`config.mk`:
```
export PLATFORM = sky130hd
export DESIGN_NAME = hdpc_port_ctrl
export DESIGN_NICKNAME = d
export VERILOG_FILES = /design/src/inc/hdpc_pkg.sv /design/src/core/hdpc_port_ctrl.sv /design/src/core/hdpc_line_filter.sv
export VERILOG_INCLUDE_DIRS = /design/src /design/src/inc
export SDC_FILE = /design/constraint.sdc
export NUM_CORES = 1
export LEC_CHECK = 0
export BUFFER_PORTS_ARGS = -buffer_cell sky130_fd_sc_hd__buf_2
export CAP_MARGIN = 20
export CORE_ASPECT_RATIO = 1.75
export CORE_MARGIN = 10
export CORE_UTILIZATION = 55
export CTS_CLUSTER_SIZE = 8
export DETAILED_ROUTE_END_ITERATION = 8
export HOLD_SLACK_MARGIN = 0.12
export PLACE_DENSITY = 0.8
export SETUP_SLACK_MARGIN = 0.5
export SYNTH_ARGS = -nofsm -noshare
export SYNTH_HDL_FRONTEND = slang
export SYNTH_SLANG_ARGS = --single-unit
```
`constraint.sdc`:
```
create_clock -name I_CORE_CLK -period 2.45 [get_ports I_CORE_CLK]
set_input_delay 0.49 -clock I_CORE_CLK [delete_from_list [all_inputs] [get_ports I_CORE_CLK]]
set_output_delay 0.49 -clock I_CORE_CLK [all_outputs]
set_load 0.05 [all_outputs]
```
`src/inc/hdpc_consts.svh`:
```
// Constants for the hub downstream port control block
`ifndef HDPC_CONSTS_SVH
`define HDPC_CONSTS_SVH

// Register indices; byte address is four times the index
`define HDPC_IDX_ATTACH 8'h48
`define HDPC_IDX_GATE 8'h49
`define HDPC_IDX_RATE 8'h4A
`define HDPC_IDX_FORCE 8'h4C
`define HDPC_IDX_HUBCTL 8'h51

// Field positions in the hub control register
`define HDPC_HUBCTL_IRQ_EN 0
`define HDPC_HUBCTL_IRQ_FLAG 1

// Bus reset value of connect, speed and enable bits
`define HDPC_RST_VAL 8'h00

// Forcing field codes
`define HDPC_FORCE_NONE 2'h0
`define HDPC_FORCE_DIFF1 2'h1
`define HDPC_FORCE_DIFF0 2'h2
`define HDPC_FORCE_SE0 2'h3

// Timing: clock period and filter times in ns
`define HDPC_CLK_NS 10
`define HDPC_CONN_NS 2500
`define HDPC_DISC_MIN_NS 2000
// Connect needs strictly more than the time; disconnect rounds the least time up
`define HDPC_CONN_CYC (`HDPC_CONN_NS / `HDPC_CLK_NS + 1)
`define HDPC_DISC_CYC ((`HDPC_DISC_MIN_NS + `HDPC_CLK_NS - 1) / `HDPC_CLK_NS)
`define HDPC_CNT_MAX 9'h1FF

`endif

```
`src/inc/hdpc_pkg.sv`:
```
// Types of the hub downstream port control block
package hdpc_pkg;

	// State of the main control logic
	typedef struct packed {
		logic [3:0] sync1_dp;
		logic [3:0] sync1_dm;
		logic [3:0] dp;
		logic [3:0] dm;
		logic [3:0] attach;
		logic [3:0] enable;
		logic [3:0] en_pend;
		logic [3:0] speed;
		logic [7:0] force_f;
		logic irq_en;
		logic irq_flag;
		logic [3:0] up_conn;
		logic pready;
		logic pslverr;
		logic [7:0] prdata;
		logic eop;
		logic irq;
		logic [3:0] rx_en;
		logic [3:0] tx_en;
		logic [3:0] dp_out;
		logic [3:0] dm_out;
		logic [3:0] oe_n;
		logic [3:0] slow_edge;
	} hdpc_core_s;

	// State of one line duration filter
	typedef struct packed {
		logic [8:0] cnt;
		logic se0;
		logic conn;
		logic disc;
	} hdpc_filt_s;

endpackage : hdpc_pkg

```
`src/core/hdpc_port_ctrl.sv`:
```
// Hub repeater control for four downstream ports with APB registers
//
// Local design decision: the APB register port.
`timescale 1ns/1ps
`default_nettype none
`include "hdpc_consts.svh"

//
// Overview of operation
// - Both lines low means no connect
// - Generate EOP on ports at EOF1
// - Low-speed attach sets connect bit, interrupt
// - Full-speed attach sets connect bit, interrupt
// - Connect needs non-SE0 beyond 2.5 us
// - SE0 2.0-2.5 us clears bit, interrupts
// - Connect bits 0-3, upper bits zero
// - Resets clear connect status, then re-detect
// - Speed bits per port, cleared by resets
// - Enable bits per port, cleared by resets
// - Enabled ports receive and repeat traffic
// - No full-speed traffic to low-speed ports
// - Enable waits for current packet end
// - Suspended hub still interrupts on events
// - Babble at EOF2 clears enable bit
// - Two-bit forcing field, chip reset clears
// - Forced lines use port speed edge rate
// - Bus reset keeps forcing field
// - Forcing codes none, one, zero, SE0
module hdpc_port_ctrl (
	// Clock and reset
	input wire logic I_CORE_CLK,
	input wire logic I_RESET_N,
	// APB slave
	input wire logic I_PSEL,
	input wire logic I_PENABLE,
	input wire logic I_PWRITE,
	input wire logic [11:0] I_PADDR,
	input wire logic [31:0] I_PWDATA,
	output logic O_PREADY,
	output logic [31:0] O_PRDATA,
	output logic O_PSLVERR,
	// Hub and frame events
	input wire logic I_USB_BUS_RESET,
	input wire logic I_HUB_SUSPEND,
	input wire logic I_EOF1,
	input wire logic I_EOF2,
	input wire logic I_UP_PKT_ACTIVE,
	input wire logic I_UP_FS_PKT,
	input wire logic I_HUB_IRQ_ACK,
	output logic O_HUB_IRQ,
	output logic O_EOP_GEN,
	// Downstream lines
	input wire logic [3:0] I_DP,
	input wire logic [3:0] I_DM,
	output logic [3:0] O_DP_OUT,
	output logic [3:0] O_DM_OUT,
	output logic [3:0] O_D_OE_N,
	output logic [3:0] O_SLOW_EDGE,
	// Repeater gating
	output logic [3:0] O_PORT_RX_EN,
	output logic [3:0] O_PORT_TX_EN
);
	hdpc_pkg::hdpc_core_s r;
	hdpc_pkg::hdpc_core_s n;
	logic [3:0] conn_evt;
	logic [3:0] disc_evt;
	logic [3:0] line_idle;
	logic [3:0] line_se0;
	logic [3:0] babble;
	logic setup;
	logic wr_acc;
	logic mapped;
	logic [7:0] rd_mux;
	logic [7:0] wv;

	// Address match against a register index
	function automatic logic reg_hit(input logic [11:0] addr, input logic [7:0] idx);
		reg_hit = (addr == {2'b00, idx, 2'b00});
	endfunction : reg_hit

	// Forcing code to driven D+ level
	function automatic logic force_dp(input logic [1:0] code);
		force_dp = (code == `HDPC_FORCE_DIFF1);
	endfunction : force_dp

	// Forcing code to driven D- level
	function automatic logic force_dm(input logic [1:0] code);
		force_dm = (code == `HDPC_FORCE_DIFF0);
	endfunction : force_dm

	// One duration filter per port
	genvar gi;
	generate
		for (gi = 0; gi < 4; gi++) begin : g_filt
			hdpc_line_filter u_filt (
				.i_clk(I_CORE_CLK),
				.i_reset_n(I_RESET_N),
				.i_clr(I_USB_BUS_RESET),
				.i_dp(r.dp[gi]),
				.i_dm(r.dm[gi]),
				.i_attached(r.attach[gi]),
				.o_conn(conn_evt[gi]),
				.o_disc(disc_evt[gi])
			);
			// Idle is J: D+ high at full speed, D- high at low speed
			assign line_idle[gi] = r.speed[gi] ? (!r.dp[gi] && r.dm[gi]) : (r.dp[gi] && !r.dm[gi]);
			assign line_se0[gi] = !r.dp[gi] && !r.dm[gi];
		end
	endgenerate

	// Babble: non-idle line or open upstream path at EOF2
	assign babble = r.enable & (~line_idle | r.up_conn);

	// APB phase decode
	assign setup = I_PSEL && !I_PENABLE;
	assign wr_acc = I_PSEL && I_PENABLE && I_PWRITE && r.pready;
	assign wv = I_PWDATA[7:0];
	assign mapped = reg_hit(I_PADDR, `HDPC_IDX_ATTACH) || reg_hit(I_PADDR, `HDPC_IDX_GATE) ||
		reg_hit(I_PADDR, `HDPC_IDX_RATE) || reg_hit(I_PADDR, `HDPC_IDX_FORCE) ||
		reg_hit(I_PADDR, `HDPC_IDX_HUBCTL);

	// Read data mux; reserved bits read zero
	always_comb begin
		rd_mux = 8'h00;
		if (reg_hit(I_PADDR, `HDPC_IDX_ATTACH)) begin
			rd_mux = {4'h0, r.attach};
		end else if (reg_hit(I_PADDR, `HDPC_IDX_GATE)) begin
			rd_mux = {4'h0, r.enable};
		end else if (reg_hit(I_PADDR, `HDPC_IDX_RATE)) begin
			rd_mux = {4'h0, r.speed};
		end else if (reg_hit(I_PADDR, `HDPC_IDX_FORCE)) begin
			rd_mux = r.force_f;
		end else if (reg_hit(I_PADDR, `HDPC_IDX_HUBCTL)) begin
			rd_mux = {6'h00, r.irq_flag, r.irq_en};
		end
	end

	// Next-state logic
	always_comb begin
		n = r;
		// Two-stage synchronisers on the line inputs
		n.sync1_dp = I_DP;
		n.sync1_dm = I_DM;
		n.dp = r.sync1_dp;
		n.dm = r.sync1_dm;

		// Zero-wait APB answer, prepared in the setup cycle
		n.pready = setup;
		n.pslverr = setup && !mapped;
		n.prdata = (setup && !I_PWRITE) ? rd_mux : 8'h00;

		// Register writes
		if (wr_acc && reg_hit(I_PADDR, `HDPC_IDX_ATTACH)) begin
			n.attach = wv[3:0];
		end
		if (wr_acc && reg_hit(I_PADDR, `HDPC_IDX_RATE)) begin
			n.speed = wv[3:0];
		end
		if (wr_acc && reg_hit(I_PADDR, `HDPC_IDX_FORCE)) begin
			n.force_f = wv;
		end
		if (wr_acc && reg_hit(I_PADDR, `HDPC_IDX_HUBCTL)) begin
			n.irq_en = wv[`HDPC_HUBCTL_IRQ_EN];
		end
		// Disable acts at once, enable is parked until the bus is free
		if (wr_acc && reg_hit(I_PADDR, `HDPC_IDX_GATE)) begin
			n.enable = r.enable & wv[3:0];
			n.en_pend = wv[3:0] & ~r.enable;
		end
		if (!I_UP_PKT_ACTIVE) begin
			n.enable = n.enable | n.en_pend;
			n.en_pend = 4'h0;
		end

		// Upstream path from a port opens on K and closes on EOP
		for (int i = 0; i < 4; i++) begin
			if (!r.enable[i] || line_se0[i]) begin
				n.up_conn[i] = 1'b0;
			end else if (!line_idle[i]) begin
				n.up_conn[i] = 1'b1;
			end
		end

		// Babble kills the port and any parked enable
		if (I_EOF2) begin
			n.enable = n.enable & ~babble;
			n.en_pend = n.en_pend & ~babble;
		end

		// Filter events win over a same-cycle software write
		n.attach = (n.attach | conn_evt) & ~disc_evt;

		// Sticky flag, set wins over acknowledge; events count when suspended too
		n.irq_flag = (r.irq_flag && !I_HUB_IRQ_ACK &&
			!(wr_acc && reg_hit(I_PADDR, `HDPC_IDX_HUBCTL) && wv[`HDPC_HUBCTL_IRQ_FLAG])) ||
			(|(conn_evt | disc_evt));

		// Bus reset clears status but never the forcing field
		if (I_USB_BUS_RESET) begin
			n.attach = 4'(`HDPC_RST_VAL);
			n.speed = 4'(`HDPC_RST_VAL);
			n.enable = 4'(`HDPC_RST_VAL);
			n.en_pend = 4'(`HDPC_RST_VAL);
			n.up_conn = 4'(`HDPC_RST_VAL);
		end

		// Registered outputs, built from next-state values; EOP straight from I_EOF1
		n.irq = n.irq_flag && n.irq_en;
		n.eop = I_EOF1;
		for (int i = 0; i < 4; i++) begin
			n.dp_out[i] = force_dp(n.force_f[2*i +: 2]);
			n.dm_out[i] = force_dm(n.force_f[2*i +: 2]);
			n.oe_n[i] = (n.force_f[2*i +: 2] == `HDPC_FORCE_NONE);
		end
		// Edge rate follows the programmed port speed
		n.slow_edge = n.speed;
		// Low-speed ports are blanked during full-speed packets
		n.rx_en = n.enable & ~{4{I_HUB_SUSPEND}} & ~(n.speed & {4{I_UP_FS_PKT}});
		n.tx_en = n.enable & ~{4{I_HUB_SUSPEND}};
	end

	// State register, synchronous reset
	always_ff @(posedge I_CORE_CLK) begin
		if (!I_RESET_N) begin
			r <= '0;
			// Lines are released in reset, so no device sees a forced SE0
			r.oe_n <= 4'hF;
		end else begin
			r <= n;
		end
	end

	// Outputs straight from the state register
	assign O_PREADY = r.pready;
	assign O_PRDATA = {24'h000000, r.prdata};
	assign O_PSLVERR = r.pslverr;
	assign O_HUB_IRQ = r.irq;
	assign O_EOP_GEN = r.eop;
	assign O_DP_OUT = r.dp_out;
	assign O_DM_OUT = r.dm_out;
	assign O_D_OE_N = r.oe_n;
	assign O_SLOW_EDGE = r.slow_edge;
	assign O_PORT_RX_EN = r.rx_en;
	assign O_PORT_TX_EN = r.tx_en;
endmodule : hdpc_port_ctrl
`default_nettype wire

```
`src/core/hdpc_line_filter.sv`:
```
// Connect and disconnect duration filter for one downstream port
`timescale 1ns/1ps
`default_nettype none
`include "hdpc_consts.svh"

module hdpc_line_filter (
	// Clock and reset
	input wire logic i_clk,
	input wire logic i_reset_n,
	// Restart after bus reset
	input wire logic i_clr,
	// Synchronised line levels and current status
	input wire logic i_dp,
	input wire logic i_dm,
	input wire logic i_attached,
	// One-cycle events
	output logic o_conn,
	output logic o_disc
);
	hdpc_pkg::hdpc_filt_s r;
	hdpc_pkg::hdpc_filt_s n;
	logic se0;

	// Both lines low is SE0, also the no-connect state
	assign se0 = !i_dp && !i_dm;

	// Counter restarts on each change of line class
	always_comb begin
		n = r;
		n.se0 = se0;
		if (i_clr || (se0 != r.se0)) begin
			n.cnt = 9'h000;
		end else if (r.cnt != `HDPC_CNT_MAX) begin
			n.cnt = r.cnt + 9'h001;
		end
		// Saturation means each event fires only once per class run
		n.conn = !i_clr && !se0 && !i_attached && (r.cnt == 9'(`HDPC_CONN_CYC));
		n.disc = !i_clr && se0 && i_attached && (r.cnt == 9'(`HDPC_DISC_CYC));
	end

	always_ff @(posedge i_clk) begin
		if (!i_reset_n) begin
			r <= '0;
		end else begin
			r <= n;
		end
	end

	assign o_conn = r.conn;
	assign o_disc = r.disc;
endmodule : hdpc_line_filter
`default_nettype wire

```
== After elaboration in Yosys (flattened, before gate mapping) ==
Cells that the tools add are included.
Word-level totals
  register bits after elaboration: 126
  input bits: 64
  output and inout bits: 60
  logic and storage cells: 219
Cells by class
  add/sub/neg operators: 4
  equal/unequal tests: 29
  mux-type cells: 17
  bitwise logic cells: 21
  reductions and logical operators: 106
Operator list (number)
  9-bit by 8-bit == test with 1-bit output, second input constant: 8
  12-bit by 9-bit == test with 1-bit output, second input constant: 5
  1-bit logical AND: 51
  8-bit two-way mux: 5
  9-bit by 1-bit adder with 9-bit output, second input constant: 4
  4-bit bitwise AND: 9
  9-bit != test, second input constant: 4
  1-bit logical NOT: 26
  4-bit inverter: 6
  4-bit two-way mux: 5
  4-bit OR: 4
  1-bit logical OR: 13
  12-bit two-way mux: 1
  3-bit OR reduction: 4
  2-bit OR reduction: 5
  2-bit by 1-bit == test with 1-bit output, second input constant: 4
  2-bit == test, second input constant: 4
  2-bit logical NOT: 4
  1-bit two-way mux: 5
  5-bit OR reduction: 1
  1-bit != test: 4
  4-bit OR reduction: 1
  2-bit two-way mux: 1
  1-bit inverter: 2
  2-bit AND reduction: 1

== Longest topological paths before layout ==
Gate-level depths: netlist (run 1).
  depth in word-level cells: 13
  depth in mapped cells: 9
  depth with buffers taken out: 9

== Cells and area by module ==
Synthesis (run 1) repeated with hierarchy kept, for this count alone.
Second synthesis, totals
  cells, all modules: 645
  area total of the unflattened synthesis: 6024.5 um2
By module, submodules not included
  hdpc_port_ctrl: times used 1, cells an instance 397, area each 3712.3 um2, seq. area each 1561.5 um2
  hdpc_line_filter: times used 4, cells an instance 62, area each 578.1 um2, seq. area each 240.2 um2

== Least setup slack after synthesis (run 1) ==
OpenSTA, ideal clock, no wires.
  path type: input port to flip-flop
  start: input port I_PADDR[9]
  end: register r, in the netlist O_DM_OUT[3]
  library setup time: 115 ps
  data arrival time: 2116 ps
  required time: 2335 ps
  path slack: 219 ps
  cell stages on the path: 6
  path buffers: 1
  cells stage by stage: or4b_4 > or3_4 > nor4_4 > buf_6 > nor3_2 > o21a_1
On the way
  word-level cells in the longest chain between the ends: 4
Ends and longest elaborated chain
  start: declaration: RTL line hdpc_port_ctrl.sv:37  | input wire logic [11:0] I_PADDR,
  12-bit by 9-bit == test with 1-bit output: RTL line hdpc_port_ctrl.sv:78  | reg_hit = (addr == {2'b00, idx, 2'b00});
  1-bit logical AND: RTL line hdpc_port_ctrl.sv:159  | if (wr_acc && reg_hit(I_PADDR, `HDPC_IDX_FORCE)) begin
  8-bit two-way mux: RTL line hdpc_port_ctrl.sv:159
  2-bit == test (no source line)
  end signal: assignment: RTL line hdpc_port_ctrl.sv:229  | r <= n;
  end: declaration: RTL line hdpc_port_ctrl.sv:63  | hdpc_pkg::hdpc_core_s r;
No other way between the ends.
A chain may end at the register's enable or synchronous reset.

== Final worst setup path (run 1) ==
  start: input port I_PADDR[9]
  end: register r, in the netlist O_PORT_RX_EN[0]
On the way
  word-level cells in the longest chain between the ends: 10
  elaborated cells between the ends (all ways): 15
  classes of those cells: 2 x eq/ne; 5 x mux; 6 x bitwise; 2 x reduce/logical
Ends and longest elaborated chain
  12-bit by 9-bit == test with 1-bit output: RTL line hdpc_port_ctrl.sv:78
  1-bit logical AND: RTL line hdpc_port_ctrl.sv:166  | if (wr_acc && reg_hit(I_PADDR, `HDPC_IDX_GATE)) begin
  8-bit two-way mux: RTL line hdpc_port_ctrl.sv:166
  4-bit OR: RTL line hdpc_port_ctrl.sv:171  | n.enable = n.enable | n.en_pend;
  8-bit two-way mux: RTL line hdpc_port_ctrl.sv:170  | if (!I_UP_PKT_ACTIVE) begin
  4-bit bitwise AND: RTL line hdpc_port_ctrl.sv:186  | n.enable = n.enable & ~babble;
  8-bit two-way mux: RTL line hdpc_port_ctrl.sv:185  | if (I_EOF2) begin
  12-bit two-way mux *: RTL line hdpc_port_ctrl.sv:199  | if (I_USB_BUS_RESET) begin
  4-bit bitwise AND: RTL line hdpc_port_ctrl.sv:218  | n.rx_en = n.enable & ~{4{I_HUB_SUSPEND}} & ~(n.speed & {4{I_UP_FS_PKT}});
  4-bit bitwise AND *: RTL line hdpc_port_ctrl.sv:218
Every way passes the cells marked *; elsewhere a longest branch is shown, timed or not.

==> metrics.md, run 1 <==
| Metric | Value |
|---|---|
| Die area | `15,200 sq um` |
| Hold Path Depth | `2` |
| Area after DPL | `6040 sq um` |
| Pwr dens | `733 nW/um^2` |
| Total Routing Usage GR | `19.3%` |
| Initial DRC count | `302` |
| Startpoint types | `input pin` |
| Cts hold-fix bufs | `0` |
| Clk_skew | `0.00667 ns` |
| Port Buffer Count | `75` |
| Fin area | `6760 sq um` |
| Hold Fails Final Rpt | `0` |
| Post-Syn Area | `5790 sq um` |
| Distinct cells, synth | `56` |
| Layout cells sized above 1 | `22.7%` |
| Fraction of registers with async set/reset | `0%` |
| I/O pin count | `124` |
| H-tree depth | `4` |
| Worst setup EP type | `flop` |
| Gr ovfl total | `0` |
| Synth warn | `0` |
| Area share of the largest cell type after synthesis | `43.6%` |
| First-pass GRT wire length | `24,000 microns` |
| Num rows | `49` |
| Setup WS pre-CTS | `0.133 ns` |
| Nets@finish | `782` |
| RSZ-0062 raised after global routing | `true` |
| Hold Crit Class | `in -> reg` |
| First-pass DRT Iterations | `4` |
| CP max FO | `5` |
| Core ar. | `10,300 sq um` |
| Largest net degree at the start of global routing | `44` |
| Register area | `2520 sq um` |
| # fillers | `793` |
| Drt wl/cell | `18.1 microns` |
| Final core occ | `65.6%` |
| Initial Util | `56.2%` |
| CTS tree | `yes` |
| Root Buffer | `clkbuf_16` |
| Final WL | `15,400 microns` |
| Synth top area cells | `dfxtp_1 44%, buf_4 7.3%, nor2_1 4.7%` |
| Register area share after synthesis | `43.6%` |
| Post-synth EDFFs | `0` |
| Seq cells post-synth | `126` |
| FF-to-FF path depth | `8` |
| VDD IR max | `0.623 mV` |
| Die Y | `156 microns` |
| Drt via density | `5.73` |
| Final period util | `78.2%` |
| Via count | `4,849` |
| Leakage | `2.66 nW` |
| FMAX | `522 MHz` |
| Antenna diodes | `0` |
| Post-Route Setup TNS | `0 ns` |
| Die width | `97.5 microns` |
| CTS sink cnt | `126` |
| Top-count cell post-synth | `dfxtp_1` |
| Vias in the first global route | `5,043` |
| Run status | `complete, no violations` |
| Post-route ant nets | `0` |
| Reg clk slew, reported paths | `0.06 ns` |
| Num CTS Buffers | `17` |
| Setup ws final | `0.533 ns` |
| Placer Congestion | `0.898` |
| Slew Viols, Final | `0` |
| Worst Path Arrival | `2.24 ns` |
| Dpl hpwl | `10,700 microns` |
| Leading area contributor after synthesis | `dfxtp_1` |
| Min cycle time layout | `1.92 ns` |
| Clock latency on the worst-skew pair | `0.42 ns` |
| Deepest clock path buffer count | `2` |
| WS Path Type | `in -> reg` |
| Multi-input logic area | `2830 sq um` |
| CP required | `2.77 ns` |
| Layout area overhead | `16.7%` |
| Commonest cells in the synthesized netlist | `126 x dfxtp_1, 72 x nor2_1, 56 x buf_4, 45 x nand2_1` |
| Max_cap viols | `0` |
| Post-Synthesis Cells | `646` |
| Syn Area/Cell | `8.96 sq um` |
| Synth Flop Type | `dfxtp_1` |
| Initial antenna violation count | `0` |
| Final setup fails | `0` |
| Drt drc | `0` |
| Hold_ws | `0.276 ns` |
==> routing by layer <==
layer / vias up / share of wire (%) / global-route usage [%]
li1: 2263 / - / -
met1: 2324 / 32 / 15.6
met2: 193 / 56 / 37.8
met3: 69 / 6.0 / 5.85
met4: 0 / 6.2 / 13.3
met5: - / 0 / 0
==> metrics by stage <==
stage | power [W] | std cells
after floorplan | 0.00236 | 669
after global placement | 0.00241 | 809
after detailed placement | 0.00242 | 809
after CTS | 0.00495 | 841
after global routing | 0.00509 | 846
final | 0.00495 | 846
==> worst paths after layout <==
kind / to / startpoint / slack [ns]
setup / recovery: O_PORT_RX_EN[0] / I_PADDR[9] / 0.53
hold reg to reg: r[71] / n[71] / 0.43
hold / removal: O_EOP_GEN / I_EOF1 / 0.28
setup reg to reg: g_filt[3].u_filt.r[8] / g_filt[3].u_filt.r[3] / 0.54
==> state kept, by name, summed over array words and instances, names as in the netlist <==
signal	count
g_filt.u_filt.r	40
r	34
O_PRDATA	8
n	8
O_DM_OUT	4
O_DP_OUT	4
O_D_OE_N	4
O_PORT_RX_EN	4
O_PORT_TX_EN	4
O_SLOW_EDGE	4
g_filt.u_filt.o_conn	4
g_filt.u_filt.o_disc	4
O_EOP_GEN	1
O_HUB_IRQ	1
O_PREADY	1
O_PSLVERR	1
==> cells in the final DEF, fill, tap and decap left out, drive strengths merged, types with 14 or more instances in the layout <==
cell / count
clkbuf: 21
buf: 95
and2: 25
nand2: 45
nor3b: 15
nand3: 23
a21oi: 22
nor2: 72
or3: 14
conb: 24
dfxtp: 126
inv: 25
nor3: 20
==> repair_timing <==
item,CTS,global route
pin swaps,0,1
resized for setup,7,13
setup buffers,0,5
endpoints found under the setup margin,6,18
==> logic make-up after synthesis <==
family	Yosys count	share of synthesized area, %
compound gates	92	10.9
fa+ha+maj	13	2.77
mux	17	3.03
flops	126	43.6
other cells	1	0.0648
simple gates	269	25.2
buf+inv	102	10.4
xor+xnor	26	3.93
==> power breakdown <==
part | switching (W) | internal (W)
clock network | 0.000898 | 0.00167
logic | 0.000214 | 0.0000784
registers | 0.0000179 | 0.00208
total | 0.00113 | 0.00382
==> worst max-delay path, cell delays in order <==
cell and delay (ns):
buf_2 0.11, or4b_4 0.60, nor4_4 0.23, nand2_2 0.19, mux2_2 0.36, a211oi_1 0.25
==> cell type report <==
type | count | share of cell area, %
well taps | 127 | 2.35
clock buffers | 21 | 6.96
inverters | 25 | 1.39
repair buffers | 95 | 7.96
clock inverters | 11 | 2.06
flip-flops and latches | 126 | 37.4
multi-input cells | 441 | 41.9
Power figures use the tool's default switching activity.
==> inputs of run 2 (changes only) <==
clock period = 1.98 ns   (was 2.45 ns; I/O delays follow)
==> run 2 against run 1 <==
  * Worst setup slack lost 0.37 ns
  * Critical path type unchanged
  * Highest routed layer unchanged
  * Clock power grew 20%
  * Hold slack lost 0.11 ns
  * Die area is the same
==> metrics.md, run 2 (same netlist as run 1, synthesis figures left out) <==
| Metric | Value |
|---|---|
| Cts hold-fix bufs | `0 (unchanged)` |
| Die area | `15,200 sq um (unchanged)` |
| CTS sink cnt | `126 (unchanged)` |
| Slew Viols, Final | `0 (unchanged)` |
| Core ar. | `10,300 sq um (unchanged)` |
| Largest Register | `g_filt.u_filt.r (unchanged)` |
| Final period util | `91.8%` |
| Fin area | `8050 sq um (was 6760 sq um)` |
| Die Y | `156 microns (unchanged)` |
| Worst setup EP type | `flop (unchanged)` |
| Crit-path cells | `buf_6 > buf_4 > buf_6 > nor4b_4 > nand4_1 > buf_6 > or2_4 > o211ai_1 > buf_4 > a211oi_2 (was buf_2 > or4b_4 > nor4_4 > nand2_2 > mux2_2 > a211oi_1)` |
| Placer Congestion | `0.944 (was 0.898)` |
| Vias in the first global route | `5,206 (was 5,043)` |
| R2R Path Start | `g_filt[1].u_filt.r[10] (was g_filt[3].u_filt.r[3])` |
| Final WL | `18,600 microns (was 15,400 microns)` |
| Family with the most delay on the worst path | `simple AND/OR/NAND/NOR gates (unchanged)` |
| CP required | `2.28 ns (was 2.77 ns)` |
| Via count | `5,328 (was 4,849)` |
| Antenna diodes | `0 (unchanged)` |
| Hold Crit Start | `I_EOF1 (unchanged)` |
| Commonest non-fill, non-tap cell in the layout | `dfxtp_1 (unchanged)` |
| Drt drc | `0 (unchanged)` |
| H-tree depth | `4 (unchanged)` |
| Initial Util | `56.2% (unchanged)` |
| WP buf/inv | `5 (was 1)` |
| Final non-filler cell total | `910 (was 846)` |
| Area after DPL | `6310 sq um (was 6040 sq um)` |
| CP max FO | `8 (was 5)` |
| Slowest stage delay, CP | `0.30 ns (was 0.60 ns)` |
| Min cycle time layout | `1.82 ns` |
| Initial DRC count | `367 (was 302)` |
| Hold Crit Class | `in -> reg (unchanged)` |
| Total Routing Usage GR | `20.4% (was 19.3%)` |
| Num rows | `49 (unchanged)` |
| Setup ws final | `0.162 ns (was 0.533 ns)` |
| Port Buffer Count | `75 (unchanged)` |
| RSZ-0062 raised after global routing | `true (unchanged)` |
| Clk_skew | `0.00572 ns (was 0.00667 ns)` |
| FMAX | `550 MHz` |
| Most frequent cells in the layout | `102 x dfxtp_1, 69 x buf_2, 60 x nor2_1 (was 124 x dfxtp_1, 75 x buf_2, 72 x nor2_1)` |
| Deepest clock path buffer count | `2 (unchanged)` |
| Max_cap viols | `0 (unchanged)` |
| # fillers | `551 (was 793)` |
| Die width | `97.5 microns (unchanged)` |
| Final setup fails | `0 (unchanged)` |
| Initial antenna violation count | `0 (unchanged)` |
| WS Path Type | `in -> reg (unchanged)` |
| Crit path launch | `I_PADDR[9] (unchanged)` |
| Layout cells sized above 1 | `43.0% (was 22.7%)` |
| Dpl hpwl | `10,600 microns (was 10,700 microns)` |
| Top Usage Layer GRT | `met2 (unchanged)` |
| Drt via density | `5.85 (was 5.73)` |
| VDD IR max | `0.742 mV (was 0.623 mV)` |
| Root Buffer | `clkbuf_16 (unchanged)` |
| GR Util met2 | `39.1% (was 37.8%)` |
| Met3 usage | `6.12% (was 5.85%)` |
| Cells after DPL | `824 (was 809)` |
| Hold_ws | `0.169 ns (was 0.276 ns)` |
| Drt wl/cell | `20.5 microns (was 18.1 microns)` |
| Layout area overhead | `39.0% (was 16.7%)` |
| Nets@finish | `846 (was 782)` |
| Pwr dens | `757 nW/um^2 (was 733 nW/um^2)` |
| Max FFs per register | `40 (unchanged)` |
| Setup WS pre-CTS | `-0.217 ns (was 0.133 ns)` |
| Worst Path Arrival | `2.12 ns (was 2.24 ns)` |
| Cell repeated most along the worst path | `buf_6` |
| Slowest-stage cell, CP | `nor4b_4 (was or4b_4)` |
| CTS tree | `yes (unchanged)` |
| Largest regs | `g_filt.u_filt.r x40, r x34 (unchanged)` |
| Hold Fails Final Rpt | `0 (unchanged)` |
| Post-route ant nets | `0 (unchanged)` |
| Reg clk slew, reported paths | `0.06 ns (about the same)` |
| Clock latency on the worst-skew pair | `0.43 ns (was 0.42 ns)` |
| Met1 Track Usage GR | `18.3% (was 15.6%)` |
| Gr ovfl total | `0 (unchanged)` |
| First-pass DRT Iterations | `5 (was 4)` |
| Num CTS Buffers | `17 (unchanged)` |
| I/O pin count | `124 (unchanged)` |
| Leakage | `3.22 nW (was 2.66 nW)` |
| First-pass GRT wire length | `25,400 microns (was 24,000 microns)` |
| Startpoint types | `input pin (unchanged)` |
| Run status | `complete, no violations (unchanged)` |
| Largest net degree at the start of global routing | `23 (was 44)` |
==> run 2: worst paths after layout <==
kind / depth (start not counted) / end / slack, ns
hold / removal: 2 / O_EOP_GEN / 0.17
setup / recovery: 10 / O_PORT_RX_EN[2] / 0.16
setup reg to reg: 9 / g_filt[1].u_filt.r[5] / 0.23
hold reg to reg: 1 / r[63] / 0.43
==> run 2: routing by layer <==
| layer | routed length (microns) | vias to the layer above |
|---|---|---|
| met5 | 0 | - |
| met2 | 10100 | 288 |
| met4 | 1230 | 0 |
| li1 | - | 2393 |
| met1 | 6130 | 2542 |
| met3 | 1110 | 105 |
==> run 2: cell type report <==
class / count / area (sq um) / share of cell area [%]
clock buffers: 18 / 439 / 5.46
clock inverters: 14 / 143 / 1.77
inverters: 25 / 93.8 / 1.17
multi-input cells: 441 / 3460 / 43.0
flip-flops and latches: 126 / 2580 / 32.1
well taps: 127 / 159 / 1.98
repair buffers: 159 / 1170 / 14.6
==> run 2: what timing repair did <==
action	4_1_cts	5_1_grt
buffers inserted	36	16
pin swaps	35	43
resized for setup	89	87
endpoints found under the setup margin	87	91
gates cloned	0	2
==> run 2: per-stage QoR <==
| step | util (%) | setup TNS, ns | power [W] |
|---|---|---|---|
| after global routing | 78.1 | 0 | 0.00621 |
| final | 78.1 | 0 | 0.00609 |
| after detailed placement | 61.3 | -4.74 | 0.00301 |
| after floorplan | - | -0.992 | 0.00293 |
| after global placement | 61.3 | -3.67 | 0.00299 |
| after CTS | 73.1 | 0 | 0.00603 |
==> run 2: power breakdown <==
group          total [W]  internal (W)  leakage (nW)  switching (W)
combinational   0.000427      0.000125          1.90       0.000302
sequential       0.00258       0.00256          1.04      0.0000202
clock            0.00309       0.00188         0.278        0.00121
total            0.00609       0.00456          3.22        0.00153
==> inputs of run 3 (changes only) <==
PLACE_DENSITY = default   (was 0.8)
PLACE_DENSITY_LB_ADDON = 0.2   (was default)
==> run 3 against run 2 <==
  * Routed wire length is 12% lower
  * Via count is 5.9% lower
  * Cell count is 0.44% lower
  * Global-route usage is 1.3 points lower
  * Core utilization is 1.6 points lower
==> metrics.md, run 3 (same netlist as run 1, synthesis figures left out) <==
| Metric | Value |
|---|---|
| Run status | `complete, no violations (unchanged)` |
| Antenna diodes | `0 (unchanged)` |
| Cells after DPL | `821 (was 824)` |
| Slew Viols, Final | `0 (unchanged)` |
| Nets@finish | `842 (was 846)` |
| Final non-filler cell total | `906 (was 910)` |
| Largest regs | `g_filt.u_filt.r x40, r x34 (unchanged)` |
| Final setup fails | `0 (unchanged)` |
| Max FFs per register | `40 (unchanged)` |
| # fillers | `679 (was 551)` |
| Post-route ant nets | `0 (unchanged)` |
| Hold Crit Class | `in -> reg (unchanged)` |
| Die width | `97.5 microns (unchanged)` |
| Worst Path Arrival | `2.15 ns (was 2.12 ns)` |
| Max_cap viols | `0 (unchanged)` |
| Final WL | `16,300 microns (was 18,600 microns)` |
| Final period util | `93.1% (was 91.8%)` |
| Worst setup EP type | `flop (unchanged)` |
| CTS sink cnt | `126 (unchanged)` |
| Crit-path cells | `buf_8 > or4b_4 > buf_4 > nor4_4 > nand2_2 > mux2_4 > and2_4 (was buf_6 > buf_4 > buf_6 > nor4b_4 > nand4_1 > buf_6 > or2_4 > o211ai_1 > buf_4 > a211oi_2)` |
| Multi-input logic area | `3330 sq um (was 3460 sq um)` |
| Clk_skew | `0.00749 ns (was 0.00572 ns)` |
| Dpl hpwl | `10,400 microns (was 10,600 microns)` |
| Area after DPL | `6290 sq um (was 6310 sq um)` |
| Total Routing Usage GR | `19.1% (was 20.4%)` |
| Total Power | `0.00593 W (was 0.00609 W)` |
| Pwr dens | `752 nW/um^2 (was 757 nW/um^2)` |
| Num rows | `49 (unchanged)` |
| WS Path Type | `in -> reg (unchanged)` |
| Die Y | `156 microns (unchanged)` |
| FMAX | `542 MHz (was 550 MHz)` |
| Gr ovfl total | `0 (unchanged)` |
| First-pass DRT Iterations | `5 (unchanged)` |
| Largest Register | `g_filt.u_filt.r (unchanged)` |
| CP required | `2.29 ns (was 2.28 ns)` |
| Leakage | `3.11 nW (was 3.22 nW)` |
| Slowest-stage cell, CP | `or4b_4 (was nor4b_4)` |
| Most frequent cells in the layout | `104 x dfxtp_1, 70 x buf_2, 68 x nor2_1 (was 102 x dfxtp_1, 69 x buf_2, 60 x nor2_1)` |
| Reg clk slew, reported paths | `0.05 ns (was 0.06 ns)` |
| Layout cells sized above 1 | `40.6% (was 43.0%)` |
| Drt drc | `0 (unchanged)` |
| Clock latency on the worst-skew pair | `0.42 ns (was 0.43 ns)` |
| Port Buffer Count | `75 (unchanged)` |
| Layout area overhead | `36.2% (was 39.0%)` |
| Drt wl/cell | `18.0 microns (was 20.5 microns)` |
| Family with the most delay on the worst path | `simple AND/OR/NAND/NOR gates (unchanged)` |
| Met3 usage | `4.97% (was 6.12%)` |
| Core ar. | `10,300 sq um (unchanged)` |
| WP buf/inv | `2 (was 5)` |
| CTS tree | `yes (unchanged)` |
| Register area | `2580 sq um (about the same)` |
| H-tree depth | `4 (unchanged)` |
| GR Util met2 | `37.9% (was 39.1%)` |
| Via count | `5,016 (was 5,328)` |
| Largest net degree at the start of global routing | `43 (was 23)` |
| Placer Congestion | `0.886 (was 0.944)` |
| First-pass GRT wire length | `24,000 microns (was 25,400 microns)` |
| Vias in the first global route | `5,117 (was 5,206)` |
| VDD IR max | `0.728 mV (was 0.742 mV)` |
| Min cycle time layout | `1.84 ns (was 1.82 ns)` |
| Drt via density | `5.54 (was 5.85)` |
| CP max FO | `4 (was 8)` |
| Num CTS Buffers | `17 (unchanged)` |
| Root Buffer | `clkbuf_16 (unchanged)` |
| Hold Fails Final Rpt | `0 (unchanged)` |
| Initial Util | `56.2% (unchanged)` |
| Die area | `15,200 sq um (unchanged)` |
| Startpoint types | `input pin (unchanged)` |
| RSZ-0062 raised after global routing | `true (unchanged)` |
| Deepest clock path buffer count | `2 (unchanged)` |
| Met1 Track Usage GR | `16.2% (was 18.3%)` |
| Initial antenna violation count | `0 (unchanged)` |
| I/O pin count | `124 (unchanged)` |
| Slowest stage delay, CP | `0.57 ns (was 0.30 ns)` |
| Top Usage Layer GRT | `met2 (unchanged)` |
| Initial DRC count | `248 (was 367)` |
| Commonest non-fill, non-tap cell in the layout | `dfxtp_1 (unchanged)` |
| Fin area | `7880 sq um (was 8050 sq um)` |
## run 3: cell count changes in the layout (fill, tap and decap cells not counted), moves of 4 or more
cell     previous run  this run
nor2_1             60        68
nor2_2              7         1
buf_6              26        21
nor3_2              5         9
nor3b_1            11         7
nor3b_2             4         8
## run 3: metrics by stage
stage	utilization [%]	setup TNS, ns	worst slack (ns)	hold slack (ns)
2_1_floorplan	-	-0.992	-0.155	0.394
3_3_place_gp	61.1	-4.53	-0.205	0.409
3_5_place_dp	61.1	-5.35	-0.238	0.409
4_1_cts	72.0	0	0.224	0.178
5_1_grt	76.5	0	0.122	0.181
6_report	76.5	0	0.137	0.182
## run 3: final timing paths
| path | slack (ns) | end | from | cells past startpoint |
|---|---|---|---|---|
| setup / recovery | 0.14 | O_SLOW_EDGE[1] | I_PADDR[9] | 7 |
| hold / removal | 0.18 | n[69] | I_DM[3] | 2 |
| setup reg to reg | 0.27 | g_filt[3].u_filt.r[8] | g_filt[3].u_filt.r[4] | 8 |
| hold reg to reg | 0.42 | r[65] | g_filt[3].u_filt.o_disc | 1 |
## run 3: cell type report
cell class	instances	area share, %
multi-input combinational	441	42.3
sequential	126	32.7
timing repair buffer	155	14.5
clock buffer	22	6.14
tap	127	2.02
inverter	25	1.19
clock inverter	10	1.11
## run 3: power breakdown
part	switching (W)	internal, W
combinational	0.000286	0.000119
sequential	0.0000179	0.00256
clock	0.00110	0.00185
## run 3: timing repair
item                       4_1_cts  5_1_grt
pin swaps                       24       31
cloned                           1        4
hold buffers                     0        0
setup endpoints to repair       77       87
gates resized for setup         76       73
buffers inserted                33       15
## run 3: routing by layer
metal / routed length (microns) / vias to the layer above
met3: 736 / 60
met2: 9360 / 154
met4: 811 / 0
met1: 5390 / 2411
met5: 0 / -
li1: - / 2391
